<file path="config.mk">
export PLATFORM = sky130hd
export DESIGN_NAME = ddrcad_decoder
export DESIGN_NICKNAME = d
export VERILOG_FILES = /design/src/design/ddrcad_pkg.sv /design/src/design/ddrcad_decoder.sv /design/src/design/ddrcad_sync.sv
export SDC_FILE = /design/constraint.sdc
export NUM_CORES = 1
export LEC_CHECK = 0
export BUFFER_PORTS_ARGS = -buffer_cell sky130_fd_sc_hd__clkbuf_2
export CAP_MARGIN = 20
export CORE_MARGIN = 2
export CORE_UTILIZATION = 50
export CTS_BUF_LIST = sky130_fd_sc_hd__clkbuf_2 sky130_fd_sc_hd__clkbuf_4 sky130_fd_sc_hd__clkbuf_8
export DETAILED_ROUTE_END_ITERATION = 8
export GPL_TIMING_DRIVEN = 0
export PLACE_DENSITY = 0.78
export RECOVER_POWER = 25
export SLEW_MARGIN = 20
export SYNTH_ARGS = -nofsm -noshare
export SYNTH_HDL_FRONTEND = slang
export SYNTH_SLANG_ARGS = --single-unit
</file>
<file path="constraint.sdc">
create_clock -name sys_clk -period 2.6 [get_ports sys_clk]
set_clock_uncertainty 0.2 [all_clocks]
set_input_delay 0.52 -clock sys_clk [delete_from_list [all_inputs] [get_ports sys_clk]]
set_output_delay 0.52 -clock sys_clk [all_outputs]
set_load 0.01 [all_outputs]
</file>
<file path="src/design/ddrcad_pkg.sv">
// Constants for the DDR command/address header decoder.
// Assumes a 10 MHz system clock that oversamples the host bus clock.
package ddrcad_pkg;
  // =====================================================
  // Header layout
  localparam int HDR_BYTES      = 6;
  localparam int HDR_BITS       = 48;
  localparam int BIT_DIR        = 47;
  localparam int BIT_SPACE      = 46;
  localparam int BIT_BURST      = 45;
  localparam int ROW_HI         = 44;
  localparam int ROW_LO         = 16;
  localparam int ROW_W          = 29;
  localparam int COL_HI         = 2;
  localparam int COL_W          = 3;
  localparam int ROW_DONE_BYTES = 4;
  localparam int HALF_PAGE_WORDS = 8;
  localparam int HALF_PAGE_BYTES = 16;
  localparam int WORD_BITS      = 16;
  localparam logic [47:0] HDR_RESET = 48'h000000000000;
  localparam logic [2:0]  CNT_ZERO  = 3'h0;
  localparam logic [2:0]  CNT_ROW   = 3'h4;
  localparam logic [2:0]  CNT_LAST  = 3'h5;
  localparam logic [28:0] ROW_ONE   = 29'h00000001;
  // Synchroniser reset levels: select high, complement clock high
  localparam logic [10:0] SYNC_IDLE = 11'h300;

  typedef enum logic [1:0] {
    DDRCAD_IDLE,
    DDRCAD_HEADER,
    DDRCAD_DONE
  } ddrcad_state_t;
endpackage

</file>
<file path="src/design/ddrcad_decoder.sv">
// Command/address header decoder for an eight-bit DDR memory bus.
// Assumes the bus clock is far slower than sys_clk (oversampled), and
// that the host holds each byte stable around its clock edge.
`timescale 1ns/1ps
module ddrcad_decoder (
  input  wire logic        sys_clk,
  input  wire logic        rst_n,
  input  wire logic        busClk,
  input  wire logic        clock_complement,
  input  wire logic        chipSelN,
  input  wire logic [7:0]  busData,
  input  wire logic        refreshPending,
  input  wire logic        nextHalfPage,
  output logic             strobe_mask_line_out,
  output logic             strobe_mask_line_oe_n,
  output logic             headerValid,
  output logic             isRead,
  output logic             target_space_flag,
  output logic             linearBurst,
  output logic [28:0]      rowAddr,
  output logic [2:0]       colAddr,
  output logic             accessStart,
  output logic [28:0]      accessHalfPage
);
  // =====================================================
  // Input synchronisation
  logic [10:0] syncBus;
  logic        clkS;
  logic        clkNS;
  logic        csNS;
  logic [7:0]  dataS;

  // Reset levels match the idle pins, so no false select
  // edge appears while the synchroniser fills after reset.
  ddrcad_sync #(
    .W       (11),
    .RST_VAL (ddrcad_pkg::SYNC_IDLE)
  ) u_sync (
    .sys_clk (sys_clk),
    .rst_n   (rst_n),
    .asyncIn ({busClk, clock_complement, chipSelN, busData}),
    .syncOut (syncBus)
  );
  assign clkS  = syncBus[10];
  assign clkNS = syncBus[9];
  assign csNS  = syncBus[8];
  assign dataS = syncBus[7:0];

  // =====================================================
  // Edge detection
  logic clkPrev_reg;
  logic csPrev_reg;
  logic clkEdge;
  logic csFall;
  logic csRise;

  always_ff @(posedge sys_clk or negedge rst_n) begin
    if (!rst_n) begin
      clkPrev_reg <= 1'b0;
      csPrev_reg  <= 1'b1;
    end else begin
      clkPrev_reg <= clkS;
      csPrev_reg  <= csNS;
    end
  end
  // Clock and data share one sync delay, so the byte
  // is already settled in the cycle its edge is seen.
  // either clock edge
  assign clkEdge = clkS ^ clkPrev_reg;
  assign csFall  = csPrev_reg & ~csNS;
  assign csRise  = ~csPrev_reg & csNS;

  // =====================================================
  // Header state machine
  ddrcad_pkg::ddrcad_state_t state_reg;
  logic [2:0]  byteCnt_reg;
  logic [47:0] hdr_reg;
  logic        lastByte;
  logic        rowByte;

  assign lastByte = clkEdge && byteCnt_reg == ddrcad_pkg::CNT_LAST;
  assign rowByte  = clkEdge && byteCnt_reg == (ddrcad_pkg::CNT_ROW - 3'h1);

  always_ff @(posedge sys_clk or negedge rst_n) begin
    if (!rst_n) begin
      state_reg <= ddrcad_pkg::DDRCAD_IDLE;
    end else begin
      unique case (state_reg)
        ddrcad_pkg::DDRCAD_IDLE: begin
          // start only with clock idle low
          // A fall with the clock mid-cycle waits for the next fall
          if (csFall && !clkS && clkNS) begin
            state_reg <= ddrcad_pkg::DDRCAD_HEADER;
          end
        end
        ddrcad_pkg::DDRCAD_HEADER: begin
          if (csNS) begin
            state_reg <= ddrcad_pkg::DDRCAD_IDLE;
          end else if (lastByte) begin
            state_reg <= ddrcad_pkg::DDRCAD_DONE;
          end
        end
        ddrcad_pkg::DDRCAD_DONE: begin
          // fresh header needed after select rises
          if (csNS) begin
            state_reg <= ddrcad_pkg::DDRCAD_IDLE;
          end
        end
      endcase
    end
  end

  always_ff @(posedge sys_clk or negedge rst_n) begin
    if (!rst_n) begin
      byteCnt_reg <= ddrcad_pkg::CNT_ZERO;
    end else if (state_reg != ddrcad_pkg::DDRCAD_HEADER) begin
      byteCnt_reg <= ddrcad_pkg::CNT_ZERO;
    end else if (clkEdge && byteCnt_reg != ddrcad_pkg::CNT_LAST) begin
      byteCnt_reg <= byteCnt_reg + 3'h1;
    end
  end

  always_ff @(posedge sys_clk or negedge rst_n) begin
    if (!rst_n) begin
      hdr_reg <= ddrcad_pkg::HDR_RESET;
    end else if (state_reg == ddrcad_pkg::DDRCAD_HEADER && clkEdge && !csNS) begin
      hdr_reg <= {hdr_reg[39:0], dataS};
    end
  end

  // =====================================================
  // Decoded fields, latched after the sixth edge
  // Select high outranks a finishing header: a cut frame never shows valid
  logic [47:0] full;
  assign full = {hdr_reg[39:0], dataS};

  always_ff @(posedge sys_clk or negedge rst_n) begin
    if (!rst_n) begin
      headerValid       <= 1'b0;
      isRead            <= 1'b0;
      target_space_flag <= 1'b0;
      linearBurst       <= 1'b0;
      rowAddr           <= '0;
      colAddr           <= '0;
    end else if (csNS) begin
      headerValid <= 1'b0;
    end else if (state_reg == ddrcad_pkg::DDRCAD_HEADER && lastByte) begin
      headerValid       <= 1'b1;
      isRead            <= full[ddrcad_pkg::BIT_DIR];
      target_space_flag <= full[ddrcad_pkg::BIT_SPACE];
      linearBurst       <= full[ddrcad_pkg::BIT_BURST];
      // row and upper column, split left to the core
      rowAddr           <= full[ddrcad_pkg::ROW_HI:ddrcad_pkg::ROW_LO];
      // bits 15..3 dropped. word within half-page
      colAddr           <= full[ddrcad_pkg::COL_HI:0];
    end
  end

  // =====================================================
  // Early array access and half-page interleave
  // half-page index is the row/upper column field
  // Core must pulse nextHalfPage once; a held level refetches every cycle
  always_ff @(posedge sys_clk or negedge rst_n) begin
    if (!rst_n) begin
      accessStart    <= 1'b0;
      accessHalfPage <= '0;
    end else begin
      accessStart <= 1'b0;
      if (state_reg == ddrcad_pkg::DDRCAD_HEADER && rowByte && !csNS) begin
        // start before the last header word
        accessStart    <= 1'b1;
        accessHalfPage <= {hdr_reg[20:0], dataS};
      end else if (state_reg == ddrcad_pkg::DDRCAD_DONE && linearBurst && isRead
                   && nextHalfPage && !csNS) begin
        accessStart    <= 1'b1;
        accessHalfPage <= accessHalfPage + ddrcad_pkg::ROW_ONE;
      end
    end
  end

  // =====================================================
  // Strobe drive during header
  // refresh latency request
  // Line is released outside the header so the host may drive it later
  always_ff @(posedge sys_clk or negedge rst_n) begin
    if (!rst_n) begin
      strobe_mask_line_out  <= 1'b0;
      strobe_mask_line_oe_n <= 1'b1;
    end else begin
      strobe_mask_line_oe_n <= !(state_reg == ddrcad_pkg::DDRCAD_HEADER && !csNS);
      strobe_mask_line_out  <= refreshPending;
    end
  end
endmodule

</file>
<file path="src/design/ddrcad_sync.sv">
// Two-flop synchroniser, one per input bit.
// Assumes the inputs are asynchronous to sys_clk.
`timescale 1ns/1ps
module ddrcad_sync #(
  parameter int             W       = 1,
  parameter logic [W-1:0]   RST_VAL = '0
) (
  input  wire logic         sys_clk,
  input  wire logic         rst_n,
  input  wire logic [W-1:0] asyncIn,
  output logic      [W-1:0] syncOut
);
  logic [W-1:0] meta_reg;

  // =====================================================
  // Synchroniser stages
  genvar gi;
  generate
    for (gi = 0; gi < W; gi++) begin : g_bit
      always_ff @(posedge sys_clk or negedge rst_n) begin
        if (!rst_n) begin
          meta_reg[gi] <= RST_VAL[gi];
          syncOut[gi]  <= RST_VAL[gi];
        end else begin
          meta_reg[gi] <= asyncIn[gi];
          syncOut[gi]  <= meta_reg[gi];
        end
      end
    end
  endgenerate
endmodule

</file>
-- Word level (Yosys, flattened, before mapping)
Index checks and enable logic that the tools add are counted.
W data, S select, Z words.
- register bits after elaboration: 137
- output and inout port bits: 68
- $add $sub $neg: 2
- equality and inequality tests: 9
- multiplexer cells: 13
- bitwise logic cells: 3
- reductions and logical operators: 24
- operators by type and width (cell ; number):
    $mux W29 ; 2
    $add A29 B1 Y29 const B ; 1
    $logic_and A1 B1 Y1 ; 15
    $mux W2 ; 4
    $mux W3 ; 2
    $pmux W2 S3 ; 1
    $reduce_bool A2 Y1 ; 3
    $mux W1 ; 4
    $ne A2 B1 Y1 const B ; 2
    $add A3 B1 Y3 const B ; 1
    $eq A3 B2 Y1 const B ; 1
    $eq A3 B3 Y1 const B ; 1
    $logic_not A1 Y1 ; 3
    $ne A3 B2 Y1 const B ; 1
    $ne A3 B3 Y1 const B ; 1
    $reduce_and A3 Y1 ; 1
    $eq A2 B1 Y1 const B ; 1
    $eq A2 B2 Y1 const B ; 1
    $logic_not A2 Y1 ; 1
    $ne A2 B2 Y1 const B ; 1
    $reduce_and A2 Y1 ; 1
    $and A1 B1 Y1 ; 1
    $not A1 Y1 ; 1
    $xor A1 B1 Y1 ; 1

-- Logic depth before layout (Yosys ltp)
Gate-level depths: netlist of run 1.
- depth after elaboration: 7
- gate-level depth with buffers: 8

-- Modules after synthesis
From an unflattened synthesis of run 1, not the netlist that was laid out.
- cell total of the unflattened synthesis: 429
- area total of the unflattened synthesis: 5576.6 um^2
- by module, submodules not included (module ; times used ; cells each ; area an instance (um^2) ; seq. area each (um^2)):
    ddrcad_decoder ; 1 ; 407 ; 5021.1 ; 2880.3
    ddrcad_sync ; 1 ; 22 ; 555.5 ; 555.5

-- Worst setup path before layout of run 1
No wires, ideal clock.
- path kind: register to register
- start point: register state_reg[0]
- end point: register accessHalfPage[28]
- library setup time: 0.082 ns
- arrival: 2.097 ns
- slack: 0.221 ns
- stages on the path, launching flop included: 8
- buffers on the path: 1
- period minus slack after synthesis: 2.379 ns
- cells stage by stage: dfrtp_1 -> inv_1 -> ha_1 -> nand4b_1 -> or4_1 -> clkbuf_1 -> or4_1 -> a31oi_1
- longest elaborated chain between the ends: 6
- elaborated cells between the ends (all ways): 10
- RTL lines (item ; RTL line ; source):
    start: declaration ; ddrcad_decoder.sv:75 ; ddrcad_pkg::ddrcad_state_t state_reg;
    start signal: assignment ; ddrcad_decoder.sv:86 ; state_reg <= ddrcad_pkg::DDRCAD_IDLE;
    start signal: assignment ; ddrcad_decoder.sv:93 ; state_reg <= ddrcad_pkg::DDRCAD_HEADER;
    start signal: assignment ; ddrcad_decoder.sv:98 ; state_reg <= ddrcad_pkg::DDRCAD_IDLE;
    $eq A2 B2 Y1 ; ddrcad_decoder.sv:173 ; end else if (state_reg == ddrcad_pkg::DDRCAD_DONE && linearBurst && isRead
    $logic_and A1 B1 Y1 (2 in series) ; ddrcad_decoder.sv:173 ;
    $logic_and A1 B1 Y1 (2 in series) ; ddrcad_decoder.sv:174 ; && nextHalfPage && !csNS) begin
    $reduce_bool A2 Y1 (no line) ; n/a ;
    end signal: assignment ; ddrcad_decoder.sv:172 ; accessHalfPage <= {hdr_reg[20:0], dataS};
    end signal: assignment ; ddrcad_decoder.sv:176 ; accessHalfPage <= accessHalfPage + ddrcad_pkg::ROW_ONE;
    end: declaration ; ddrcad_decoder.sv:23 ; output logic [28:0] accessHalfPage
Parallel ways exist; a longest one is shown, timed or not.
A chain may end at the register's enable or synchronous reset.

-- Final worst setup path of run 1
- start point: register state_reg[0]
- end point: register accessHalfPage[21]
Same word-level chain as after synthesis.

==> metrics.cfg, run 1 <==
[cts]
tritoncts=built
numCtsBuffers=17
cts_sinks=137
clockBufferDepth=2
cts_root_buffer=clkbuf_8
insertion_delay_ns=0.45
cts_htree_levels=4
clk_pin_slew_ns=0.08

[timing]
clock.fmax_ghz=0.4053
setup_ws_ns=0.1324
relSlewSlack=0.06571
tns_ns=0
finalSetupViolations=0
finalCritPeriodShare=0.9491
layout_min_cycle_time_ns=2.468
rsz0062_at_grt=false
worst_pin_slew_ns=1.401
report.final.slew_viol_count=0
hold_violations=0

[worst_setup_path]
worstReg2RegEnd=accessHalfPage[21]$_DFFE_PN0P_
worstPathRequired_ns=2.77
crit_start=state_reg[0]$_DFFE_PN0P_
path_class=reg2reg
worstPathMaxFanout=7
cp.buffers_inverters=2
cp_slowest_cell=or4_4
crit_family=simple AND/OR/NAND/NOR gates
max_stage_delay_ns=0.58
critPathArrivalTime_ns=2.63
endpoint=accessHalfPage[21]$_DFFE_PN0P_
end_kind=flop
path_depth=7
reg2reg_depth=7
path_cells=inv_2, ha_2, nand4b_1, buf_4, or4_4, or4b_1, a31oi_1
reg2reg_slack_ns=0.13
cp-start-kind=flop
worstReg2RegStart=state_reg[0]$_DFFE_PN0P_

[yosys]
synth_warnings=0
syn_avg_cell_area_sq_um=13.00
synth.distinct_cells=35
syn-cell-area_sq_um=5577
synth_cells=429
synth_nets=451
ys_ff_latch=137
yosysSeqAreaShare=0.6161

[cells_and_area]
syn_to_final_growth_pct=21.16
largest_register_ffs=40
drive_gt1_frac=0.3893
nFillCells=827
finalInstanceArea_sq_um=6756
layout.nets=569
antenna_cells=0
regArea_sq_um=3436
multi_input_area_sq_um=2034

[power_and_ir_drop]
switching_share=0.3580
internal_power_uw=4554
seqPwrFrac=0.474
p_per_area_nw_per_um2=1050
clkPwrFrac=0.240
power.leakage_uw=0.003200
p_comb_frac=0.286
irDropWorstVdd_mv=0.4751
switchingPower_uw=2540

[route]
dr.pass1.iters=4
wl_per_cell_um=17.33
wirelength_um=12130
remaining_drc_errors=0
via_per_inst=5.639
drt_iter0_markers=310
final_antenna_net_count=0
vias=3947

[run]
drv_cap=0

[place]
dpl_cell_area_sq_um=6198
dp_hpwl_um=8642
portBuffers=82
place.gp.congestion=0.8579
place_ws_ns=-0.3898

[die]
boundaryPins=83
die_width_um=109.6
die_y_um=109.6
core-area_sq_um=10840
rows=38
initial_core_util=0.5144
dieArea_sq_um=12010

[global_routing]
grt_max_degree=82
antenna_found_initial=0
grt_first_pass_wirelength_um=19560
grt_usage=0.2182
overflow=0
grt_pass1_vias=3861

[worst_hold_path]
hold_path_class=reg2reg

[outcome]
status=finished clean

[placed cells by master (no fill, tap or decap), types with 6 or more instances in the layout]
master	count
dfrtp_1	131
a31oi_1	20
ha_1	6
nor2_1	29
mux2_2	76
inv_6	6
nand3_1	13
or4_1	15
nand4_1	7
a21oi_1	8
nand2_1	21
clkbuf_1	7
o21ai_0	8
o31ai_1	14
clkbuf_2	85
xnor2_1	6
dlygate4sd3_1	13
inv_1	10
clkbuf_8	18
buf_2	6
[worst reg2reg max path, stage by stage (launching register included)]
cell and delay, ns:
dfrtp_1 0.41, inv_2 0.08, ha_2 0.18, nand4b_1 0.08, buf_4 0.17, or4_4 0.59, or4b_1 0.49, a31oi_1 0.18
[through the flow]
stage,cells,utilization,power [uW],hold slack [ns]
5_1_grt,700,0.6233,7543,0.1593
2_1_floorplan,429,-,4576,0.02441
3_5_place_dp,652,0.5718,5392,0.1363
6_report,700,0.6233,7094,0.1513
4_1_cts,699,0.6221,7126,0.1537
3_3_place_gp,651,0.5684,5248,0.1327
[synthesized netlist by cell type (all sizes together)]
cell	instances	share of area
a21o	1	0.0013
a21oi	8	0.0072
a31oi	20	0.022
and2	2	0.0022
and3	3	0.0034
and4	4	0.0063
and4b	1	0.0018
buf	5	0.0056
clkbuf	14	0.0094
dfrtp	131	0.59
dfstp	6	0.028
ha	7	0.016
inv	11	0.0074
mux2	76	0.15
mux2i	3	0.0054
nand2	21	0.014
nand3	13	0.012
nand4	8	0.010
nand4b	1	0.0016
nor2	29	0.020
nor2b	1	0.0011
nor3	2	0.0027
nor4	4	0.0045
o211a	1	0.0018
o21ai	8	0.0072
o31ai	14	0.019
o41ai	1	0.0016
or3	5	0.0056
or4	17	0.023
or4b	1	0.0018
xnor2	6	0.0094
xor2	5	0.0079
[cell type report]
cell class                 instances  area share
sequential                       137      0.5085
multi-input combinational        262      0.3011
timing repair buffer             100     0.08741
clock buffer                      19     0.03778
tap                              140     0.02593
clock inverter                    13     0.01981
buffer                            18     0.01333
inverter                          11    0.006111
[power groups by stage]
stage	sequential [uW]	combinational, uW	clock (uW)
3_5_place_dp	3390	2000	0
6_report	3360	2030	1710
4_1_cts	3350	2030	1740
3_3_place_gp	3350	1900	0
5_1_grt	3450	2250	1850
2_1_floorplan	3300	1280	0
[routing by layer]
layer | wire length [um] | vias up | track usage
li1 | - | 1807 | -
met1 | 5344 | 1985 | 0.3027
met2 | 5885 | 136 | 0.3342
met3 | 682 | 19 | 0.05394
met4 | 216 | 0 | 0.08228
met5 | 0 | - | 0
[timing repair]
action,4_1_cts,5_1_grt
hold endpoints to repair,68,0
buffers inserted,2,2
hold buffers,13,0
setup endpoints to repair,70,39
pin swaps,1,1
resized for setup,5,13
[worst min-delay path by stage]
stage                     slack (ns)                       endpoint                         start  cells past startpoint
after floorplan                 0.02  accessHalfPage[0]$_DFFE_PN0P_                         rst_n                      0
after global placement          0.13    u_sync.syncOut[0]$_DFF_PN0_  u_sync.meta_reg[0]$_DFF_PN0_                      0
after detailed placement        0.14    u_sync.syncOut[5]$_DFF_PN0_  u_sync.meta_reg[5]$_DFF_PN0_                      0
after CTS                       0.15    u_sync.syncOut[7]$_DFF_PN0_  u_sync.meta_reg[7]$_DFF_PN0_                      0
after global routing            0.16    u_sync.syncOut[4]$_DFF_PN0_  u_sync.meta_reg[4]$_DFF_PN0_                      0
final                           0.15    u_sync.syncOut[7]$_DFF_PN0_  u_sync.meta_reg[7]$_DFF_PN0_                      0
[cells by family after synthesis]
family          after synthesis  synth area share
flops                       137            0.6161
buf+inv                      30           0.02244
mux                          79            0.1589
xor+xnor                     11           0.01728
fa+ha+maj                     7           0.01570
simple gates                112            0.1093
compound gates               53           0.06036
Power figures use the tool's default switching activity.
==> run 2: changes to the inputs <==
Settings changed: ABC_CLOCK_PERIOD_IN_PS from default to 2600, SETUP_SLACK_MARGIN from default to 0.2.
==> run 2 against run 1 <==
Effect of this change:
- flip-flop and latch count did not move
- critical path depth fell by 1
- sequential power barely moved
- register-to-register slack improved by 0.04 ns
- worst setup slack improved by 0.037 ns
- hold slack barely moved
- global-route usage rose by 0.31 points
- die area did not move
- highest routed layer unchanged
- final cell count rose by 3.1%
- power rose by 3.3%
==> metrics.cfg, run 2 (synthesis results as in run 1) <==
[outcome]
status=finished clean  ; unchanged

[worst_setup_path]
path_cells=ha_2, nand4_1, or3_4, buf_8, or4_1, a31oi_1  ; was inv_2, ha_2, nand4b_1, buf_4, or4_4, or4b_1, a31oi_1
max_stage_delay_ns=0.51  ; was 0.58 ns
worstPathMaxFanout=5  ; was 7
path_class=reg2reg  ; unchanged
cp-start-kind=flop  ; unchanged
end_kind=flop  ; unchanged
worstPathRequired_ns=2.77  ; about the same
critPathArrivalTime_ns=2.60  ; was 2.63 ns
cp.buffers_inverters=1  ; was 2
cp_slowest_cell=or3_4  ; was or4_4
crit_family=simple AND/OR/NAND/NOR gates  ; unchanged

[global_routing]
overflow=0  ; unchanged
grt_pass1_vias=3941  ; was 3861
busiest_layer=met2  ; unchanged
met2_usage=0.3391  ; was 0.3342
grt_first_pass_wirelength_um=19860  ; was 19560 um
grt_max_degree=82  ; unchanged
use_met3=0.05513  ; was 0.05394
antenna_found_initial=0  ; unchanged
grt_usage=0.2213  ; was 0.2182
grtUsageMet1=0.3023  ; was 0.3027

[route]
wirelength_um=12850  ; was 12130 um
remaining_drc_errors=0  ; unchanged
drt_iter0_markers=293  ; was 310
wl_per_cell_um=17.80  ; was 17.33 um
dr.pass1.iters=4  ; unchanged
via_per_inst=5.655  ; was 5.639
final_antenna_net_count=0  ; unchanged
vias=4083  ; was 3947

[cells_and_area]
layout_common_cells=126 x dfrtp_1, 89 x clkbuf_2, 76 x mux2_2  ; was 131 x dfrtp_1, 85 x clkbuf_2, 76 x mux2_2
drive_gt1_frac=0.4416  ; was 0.3893
layout.nets=591  ; was 569
antenna_cells=0  ; unchanged
finalInstanceArea_sq_um=7034  ; was 6756 sq um
syn_to_final_growth_pct=26.14  ; was 21.16%
layout_commonest_cell=dfrtp_1  ; unchanged
largest_register_ffs=40  ; unchanged

[cts]
cts_sinks=137  ; unchanged
cts_htree_levels=4  ; unchanged
clockBufferDepth=2  ; unchanged
cts_root_buffer=clkbuf_8  ; unchanged
numCtsBuffers=17  ; unchanged
clk_pin_slew_ns=0.08  ; about the same
insertion_delay_ns=0.45  ; about the same
tritoncts=built  ; unchanged

[timing]
layout_min_cycle_time_ns=2.430  ; was 2.468 ns
finalCritPeriodShare=0.9348  ; was 0.9491
hold_violations=0  ; unchanged
clock.fmax_ghz=0.4115  ; was 0.4053 GHz
relSlewSlack=0.06455  ; was 0.06571
rsz0062_at_grt=true  ; was false
finalSetupViolations=0  ; unchanged
report.final.slew_viol_count=0  ; unchanged
worst_pin_slew_ns=1.403  ; was 1.401 ns

[power_and_ir_drop]
switching_share=0.3588  ; was 0.3580
switchingPower_uw=2629  ; was 2540 uW
seqPwrFrac=0.458  ; was 0.474
internal_power_uw=4699  ; was 4554 uW
clkPwrFrac=0.234  ; was 0.240
p_per_area_nw_per_um2=1042  ; was 1050 nW/um^2
power.leakage_uw=0.003343  ; was 0.003200 uW
p_comb_frac=0.309  ; was 0.286
finalPower_uw=7328  ; was 7094 uW
irDropWorstVdd_mv=0.4643  ; was 0.4751 mV

[place]
portBuffers=82  ; unchanged
dpl_cell_area_sq_um=6198  ; unchanged
dp_hpwl_um=8642  ; unchanged
place.gp.congestion=0.8579  ; unchanged

[worst_hold_path]
hold_path_class=reg2reg  ; unchanged

[die]
die_width_um=109.6  ; unchanged
core-area_sq_um=10840  ; unchanged
dieArea_sq_um=12010  ; unchanged
initial_core_util=0.5144  ; unchanged
die_y_um=109.6  ; unchanged
boundaryPins=83  ; unchanged
rows=38  ; unchanged

[run]
drv_cap=0  ; unchanged

run 2: cell types whose count changed in the layout (fill, tap and decap cells not counted), sizes merged:
cell / previous run / this run
buf: 12 / 31
clkbuf: 112 / 115
run 2: power by group through the flow:
stage | Clock [uW] | Sequential, uW | Combinational, uW
after floorplan | 0 | 3300 | 1280
final | 1710 | 3360 | 2260
after global routing | 1850 | 3440 | 2500
after CTS | 1740 | 3350 | 2100
after global placement | 0 | 3350 | 1900
after detailed placement | 0 | 3390 | 2000
run 2: final timing paths:
kind                                          startpoint                              end  slack, ns  cells past startpoint
max in group asynchronous                          rst_n  strobe_mask_line_oe_n$_DFF_PN1_       0.41                      3
hold reg to reg             u_sync.meta_reg[3]$_DFF_PN0_      u_sync.syncOut[3]$_DFF_PN0_       0.15                      0
setup / recovery           accessHalfPage[1]$_DFFE_PN0P_   accessHalfPage[26]$_DFFE_PN0P_       0.17                      6
setup reg to reg           accessHalfPage[1]$_DFFE_PN0P_   accessHalfPage[26]$_DFFE_PN0P_       0.17                      6
min in group asynchronous                          rst_n   accessHalfPage[19]$_DFFE_PN0P_       0.73                      2
hold / removal              u_sync.meta_reg[3]$_DFF_PN0_      u_sync.syncOut[3]$_DFF_PN0_       0.15                      0
run 2: routing by layer:
layer | vias up | part of all wire
met5 | - | 0
met4 | 0 | 0.021
met3 | 23 | 0.057
met2 | 154 | 0.49
met1 | 2053 | 0.43
li1 | 1853 | -
run 2: per-stage QoR:
step                      TNS (ns)  setup WS (ns)  cells  hold WS [ns]  utilization
after floorplan                  0         0.2210    429       0.02441            -
after global placement     -173.54         -1.268    651        0.1327       0.5684
after detailed placement    -11.62        -0.3898    652        0.1363       0.5718
after CTS                        0         0.1927    706        0.1537       0.6313
after global routing             0        0.05692    722        0.1593       0.6489
final                            0         0.1696    722        0.1512       0.6489
run 2: repair_timing:
action	CTS	global route
gates cloned	0	1
buffers inserted	9	15
pin swaps	5	10
gates resized for setup	22	33
hold endpoints to repair	68	0
hold buffers	13	0
setup endpoints to repair	95	87
run 2: cell type report:
cell class	instances	area (sq um)
Fill cell	796	3806
Sequential cell	137	3442
Multi-Input combinational cell	262	2074
Timing Repair Buffer	121	777.0
Clock buffer	19	255.2
Tap cell	140	175.2
Buffer	19	135.1
Clock inverter	13	133.9
Inverter	11	41.29
==> run 3: changes to the inputs <==
Settings changed: ABC_AREA from default to 1.
==> run 3 against run 2 <==
Effect of this change:
- the flow now finishes with violations (DRC)
- sequential share of layout area fell by 0.51 points
- design area up 0.87%
- critical path depth is 4 higher
- combinational power decreased by 50%
- maximum frequency grew 9.1%
- synthesized cell count is 59% higher
- area after synthesis is 6.5% higher
- hold slack lost 0.0068 ns
- critical endpoint is now accessHalfPage[22]$_DFFE_PN0P_
==> metrics.cfg, run 3 <==
[yosys]
synth_flop_cell=dfrtp_1  ; unchanged
yosysSeqAreaShare=0.5785  ; was 0.6161
synth-xor-area-share=0.005898  ; was 0.01728
ys_ff_latch=137  ; unchanged
synthTopCellsByArea=dfrtp_1 55%, nand2_1 13%, o21ai_0 7.2%  ; was dfrtp_1 59%, mux2_2 15%, dfstp_2 2.8%
synthArstFlopShare=1.000  ; unchanged
syn-cell-area_sq_um=5939  ; was 5577 sq um
synth_nets=702  ; was 451
synth_mux_area_frac=0  ; was 0.1589
synth-adder-area-share=0.01475  ; was 0.01571
synth_simple_gate_area_frac=0.2271  ; was 0.1093
synth.distinct_cells=29  ; was 35
yosys.area.top_type=dfrtp_1  ; unchanged
synth_commonest_cells=201 x nand2_1, 131 x dfrtp_1, 85 x o21ai_0  ; was 131 x dfrtp_1, 76 x mux2_2, 29 x nor2_1
synth_cells=680  ; was 429
synth_warnings=0  ; unchanged
synth_top_family_by_area=simple AND/OR/NAND/NOR gates  ; was multiplexers
synth_edf_count=0  ; unchanged
synth_most_common_cell=nand2_1  ; was dfrtp_1
synth_compound_area_frac=0.1034  ; was 0.06035
syn_avg_cell_area_sq_um=8.734  ; was 13.00 sq um
synth_top_area_frac=0.5519  ; was 0.5878

[cells_and_area]
layout_common_cells=202 x nand2_1, 131 x dfrtp_1, 85 x o21ai_0  ; was 126 x dfrtp_1, 89 x clkbuf_2, 76 x mux2_2
largest_register_ffs=40  ; unchanged
layout.nets=817  ; was 591
stdcell_count=951  ; was 722
layout_commonest_cell=nand2_1  ; was dfrtp_1
drive_gt1_frac=0.1881  ; was 0.4416
antenna_cells=0  ; unchanged
syn_to_final_growth_pct=19.47  ; was 26.14%
nFillCells=1018  ; was 796

[route]
final_antenna_net_count=0  ; unchanged
remaining_drc_errors=4  ; was 0
vias=5128  ; was 4083
via_per_inst=5.392  ; was 5.655
wirelength_um=15220  ; was 12850 um
wl_per_cell_um=16.00  ; was 17.80 um
dr.pass1.iters=7  ; was 4
drt_iter0_markers=469  ; was 293

[worst_setup_path]
reg2reg_slack_ns=0.37  ; was 0.17 ns
worstReg2RegStart=state_reg[1]$_DFFE_PN0P_  ; was accessHalfPage[1]$_DFFE_PN0P_
critPathArrivalTime_ns=2.39  ; was 2.60 ns
cp-start-kind=flop  ; unchanged
path_class=reg2reg  ; unchanged
worstReg2RegEnd=accessHalfPage[22]$_DFFE_PN0P_  ; was accessHalfPage[26]$_DFFE_PN0P_
worstPathMaxFanout=10  ; was 5
worstPathRequired_ns=2.76  ; was 2.77 ns
reg2reg_depth=10  ; was 6
crit_start=state_reg[1]$_DFFE_PN0P_  ; was accessHalfPage[1]$_DFFE_PN0P_
end_kind=flop  ; unchanged

[power_and_ir_drop]
p_per_area_nw_per_um2=830.8  ; was 1042 nW/um^2
internal_power_uw=3891  ; was 4699 uW
power.leakage_uw=0.003509  ; was 0.003343 uW
switching_share=0.3400  ; was 0.3588
p_comb_frac=0.192  ; was 0.309
irDropWorstVdd_mv=0.4725  ; was 0.4643 mV
finalPower_uw=5895  ; was 7328 uW
switchingPower_uw=2004  ; was 2629 uW
seqPwrFrac=0.503  ; was 0.458
clkPwrFrac=0.304  ; was 0.234

[cts]
numCtsBuffers=17  ; unchanged
cts_htree_levels=4  ; unchanged
cts_root_buffer=clkbuf_8  ; unchanged
post_cts_buffers=0  ; was 9
insertion_delay_ns=0.46  ; was 0.45 ns
tritoncts=built  ; unchanged
clockBufferDepth=2  ; unchanged
clk_pin_slew_ns=0.08  ; about the same
cts_sinks=137  ; unchanged

[die]
core-area_sq_um=11520  ; was 10840 sq um
initial_core_util=0.5158  ; was 0.5144
die_y_um=113.0  ; was 109.6 um
dieArea_sq_um=12770  ; was 12010 sq um
boundaryPins=83  ; unchanged
rows=39  ; was 38
die_width_um=113.0  ; was 109.6 um

[place]
dp_cells=906  ; was 652
place.gp.congestion=0.8981  ; was 0.8579
place_ws_ns=0.4174  ; was -0.3898 ns
portBuffers=82  ; unchanged
dp_hpwl_um=10890  ; was 8642 um

[timing]
layout_min_cycle_time_ns=2.228  ; was 2.430 ns
whs_ns=0.1444  ; was 0.1512 ns
finalSetupViolations=0  ; unchanged
setup_ws_ns=0.3724  ; was 0.1696 ns
relSlewSlack=0.6612  ; was 0.06455
worst_pin_slew_ns=0.5082  ; was 1.403 ns
hold_violations=0  ; unchanged
clock.fmax_ghz=0.4489  ; was 0.4115 GHz
report.final.slew_viol_count=0  ; unchanged
rsz0062_at_grt=false  ; was true
finalCritPeriodShare=0.8568  ; was 0.9348

[global_routing]
antenna_found_initial=0  ; unchanged
grt_pass1_vias=4787  ; was 3941
grt_usage=0.2495  ; was 0.2213
overflow=0  ; unchanged
grt_max_degree=75  ; was 82
grt_first_pass_wirelength_um=24420  ; was 19860 um

[outcome]
violations=DRC
status=finished with violations  ; was finished clean

[worst_hold_path]
hold_path_class=reg2reg  ; unchanged
min-delay-start=u_sync.meta_reg[6]$_DFF_PN0_  ; was u_sync.meta_reg[3]$_DFF_PN0_
min_path_cells=0  ; unchanged
min_to=u_sync.syncOut[6]$_DFF_PN0_  ; was u_sync.syncOut[3]$_DFF_PN0_

[run]
drv_cap=0  ; unchanged

[run 3: power groups by stage]
stage / Sequential [uW] / Clock [uW] / Combinational [uW]
CTS: 2950 / 1810 / 1140
global placement: 2970 / 0 / 1050
floorplan: 2910 / 0 / 672
global route: 3020 / 1910 / 1300
detailed placement: 3000 / 0 / 1110
finish: 2970 / 1790 / 1130
[run 3: routing by layer]
metal  track usage  share of wire
met4        0.1024          0.026
met5             0              0
met1        0.3402           0.44
met3       0.06052          0.057
met2        0.3884           0.48
[run 3: cell type report]
class	instances	area [sq um]	area share
plain buffers	24	132.6	0.01869
clock buffers	20	262.8	0.03703
clock inverters	12	140.1	0.01975
inverters	76	285.3	0.04020
multi-input cells	443	2083	0.2936
flip-flops and latches	137	3436	0.4842
well taps	143	178.9	0.02522
repair buffers	96	576.8	0.08129
[run 3: stage by stage]
step | util | instance area (sq um) | TNS [ns]
4_1_cts | 0.6164 | 7098 | 0
3_3_place_gp | 0.5669 | 6529 | -165.71
5_1_grt | 0.6161 | 7096 | 0
2_1_floorplan | - | 5939 | 0
6_report | 0.6161 | 7096 | 0
3_5_place_dp | 0.5701 | 6565 | 0
[run 3: worst max path at each step]
stage                                                end  slack (ns)  depth (start not counted)
after floorplan            accessHalfPage[3]$_DFFE_PN0P_        0.83                          8
after global routing       accessHalfPage[9]$_DFFE_PN0P_        0.26                          9
after CTS                 accessHalfPage[12]$_DFFE_PN0P_        0.42                         10
final                     accessHalfPage[22]$_DFFE_PN0P_        0.37                         10
after detailed placement  accessHalfPage[12]$_DFFE_PN0P_        0.42                          9
after global placement    accessHalfPage[23]$_DFFE_PN0P_       -1.25                          1
[run 3: critical path, cell delays in order (launching register included)]
cell and delay [ns]:
dfrtp_1 0.41, inv_1 0.09, ha_1 0.21, nand2_1 0.17
nor2_4 0.18, nand2_2 0.10, buf_6 0.15, o21ai_0 0.37
inv_1 0.12, nand2_1 0.09, nand2_1 0.04
[run 3: kinds of logic (layout without fill, tap and decap cells)]
kind of cell    count (synthesis)  after routing
xor+xnor                        4              4
compound gates                115            115
buf+inv                       100            228
simple gates                  317            317
fa+ha+maj                       7              7
flops                         137            137
[run 3: timing repair]
| item | in CTS | in global routing |
|---|---|---|
| hold buffers | 13 | 0 |
| resized for setup | 0 | 0 |
| hold endpoints to repair | 69 | 0 |
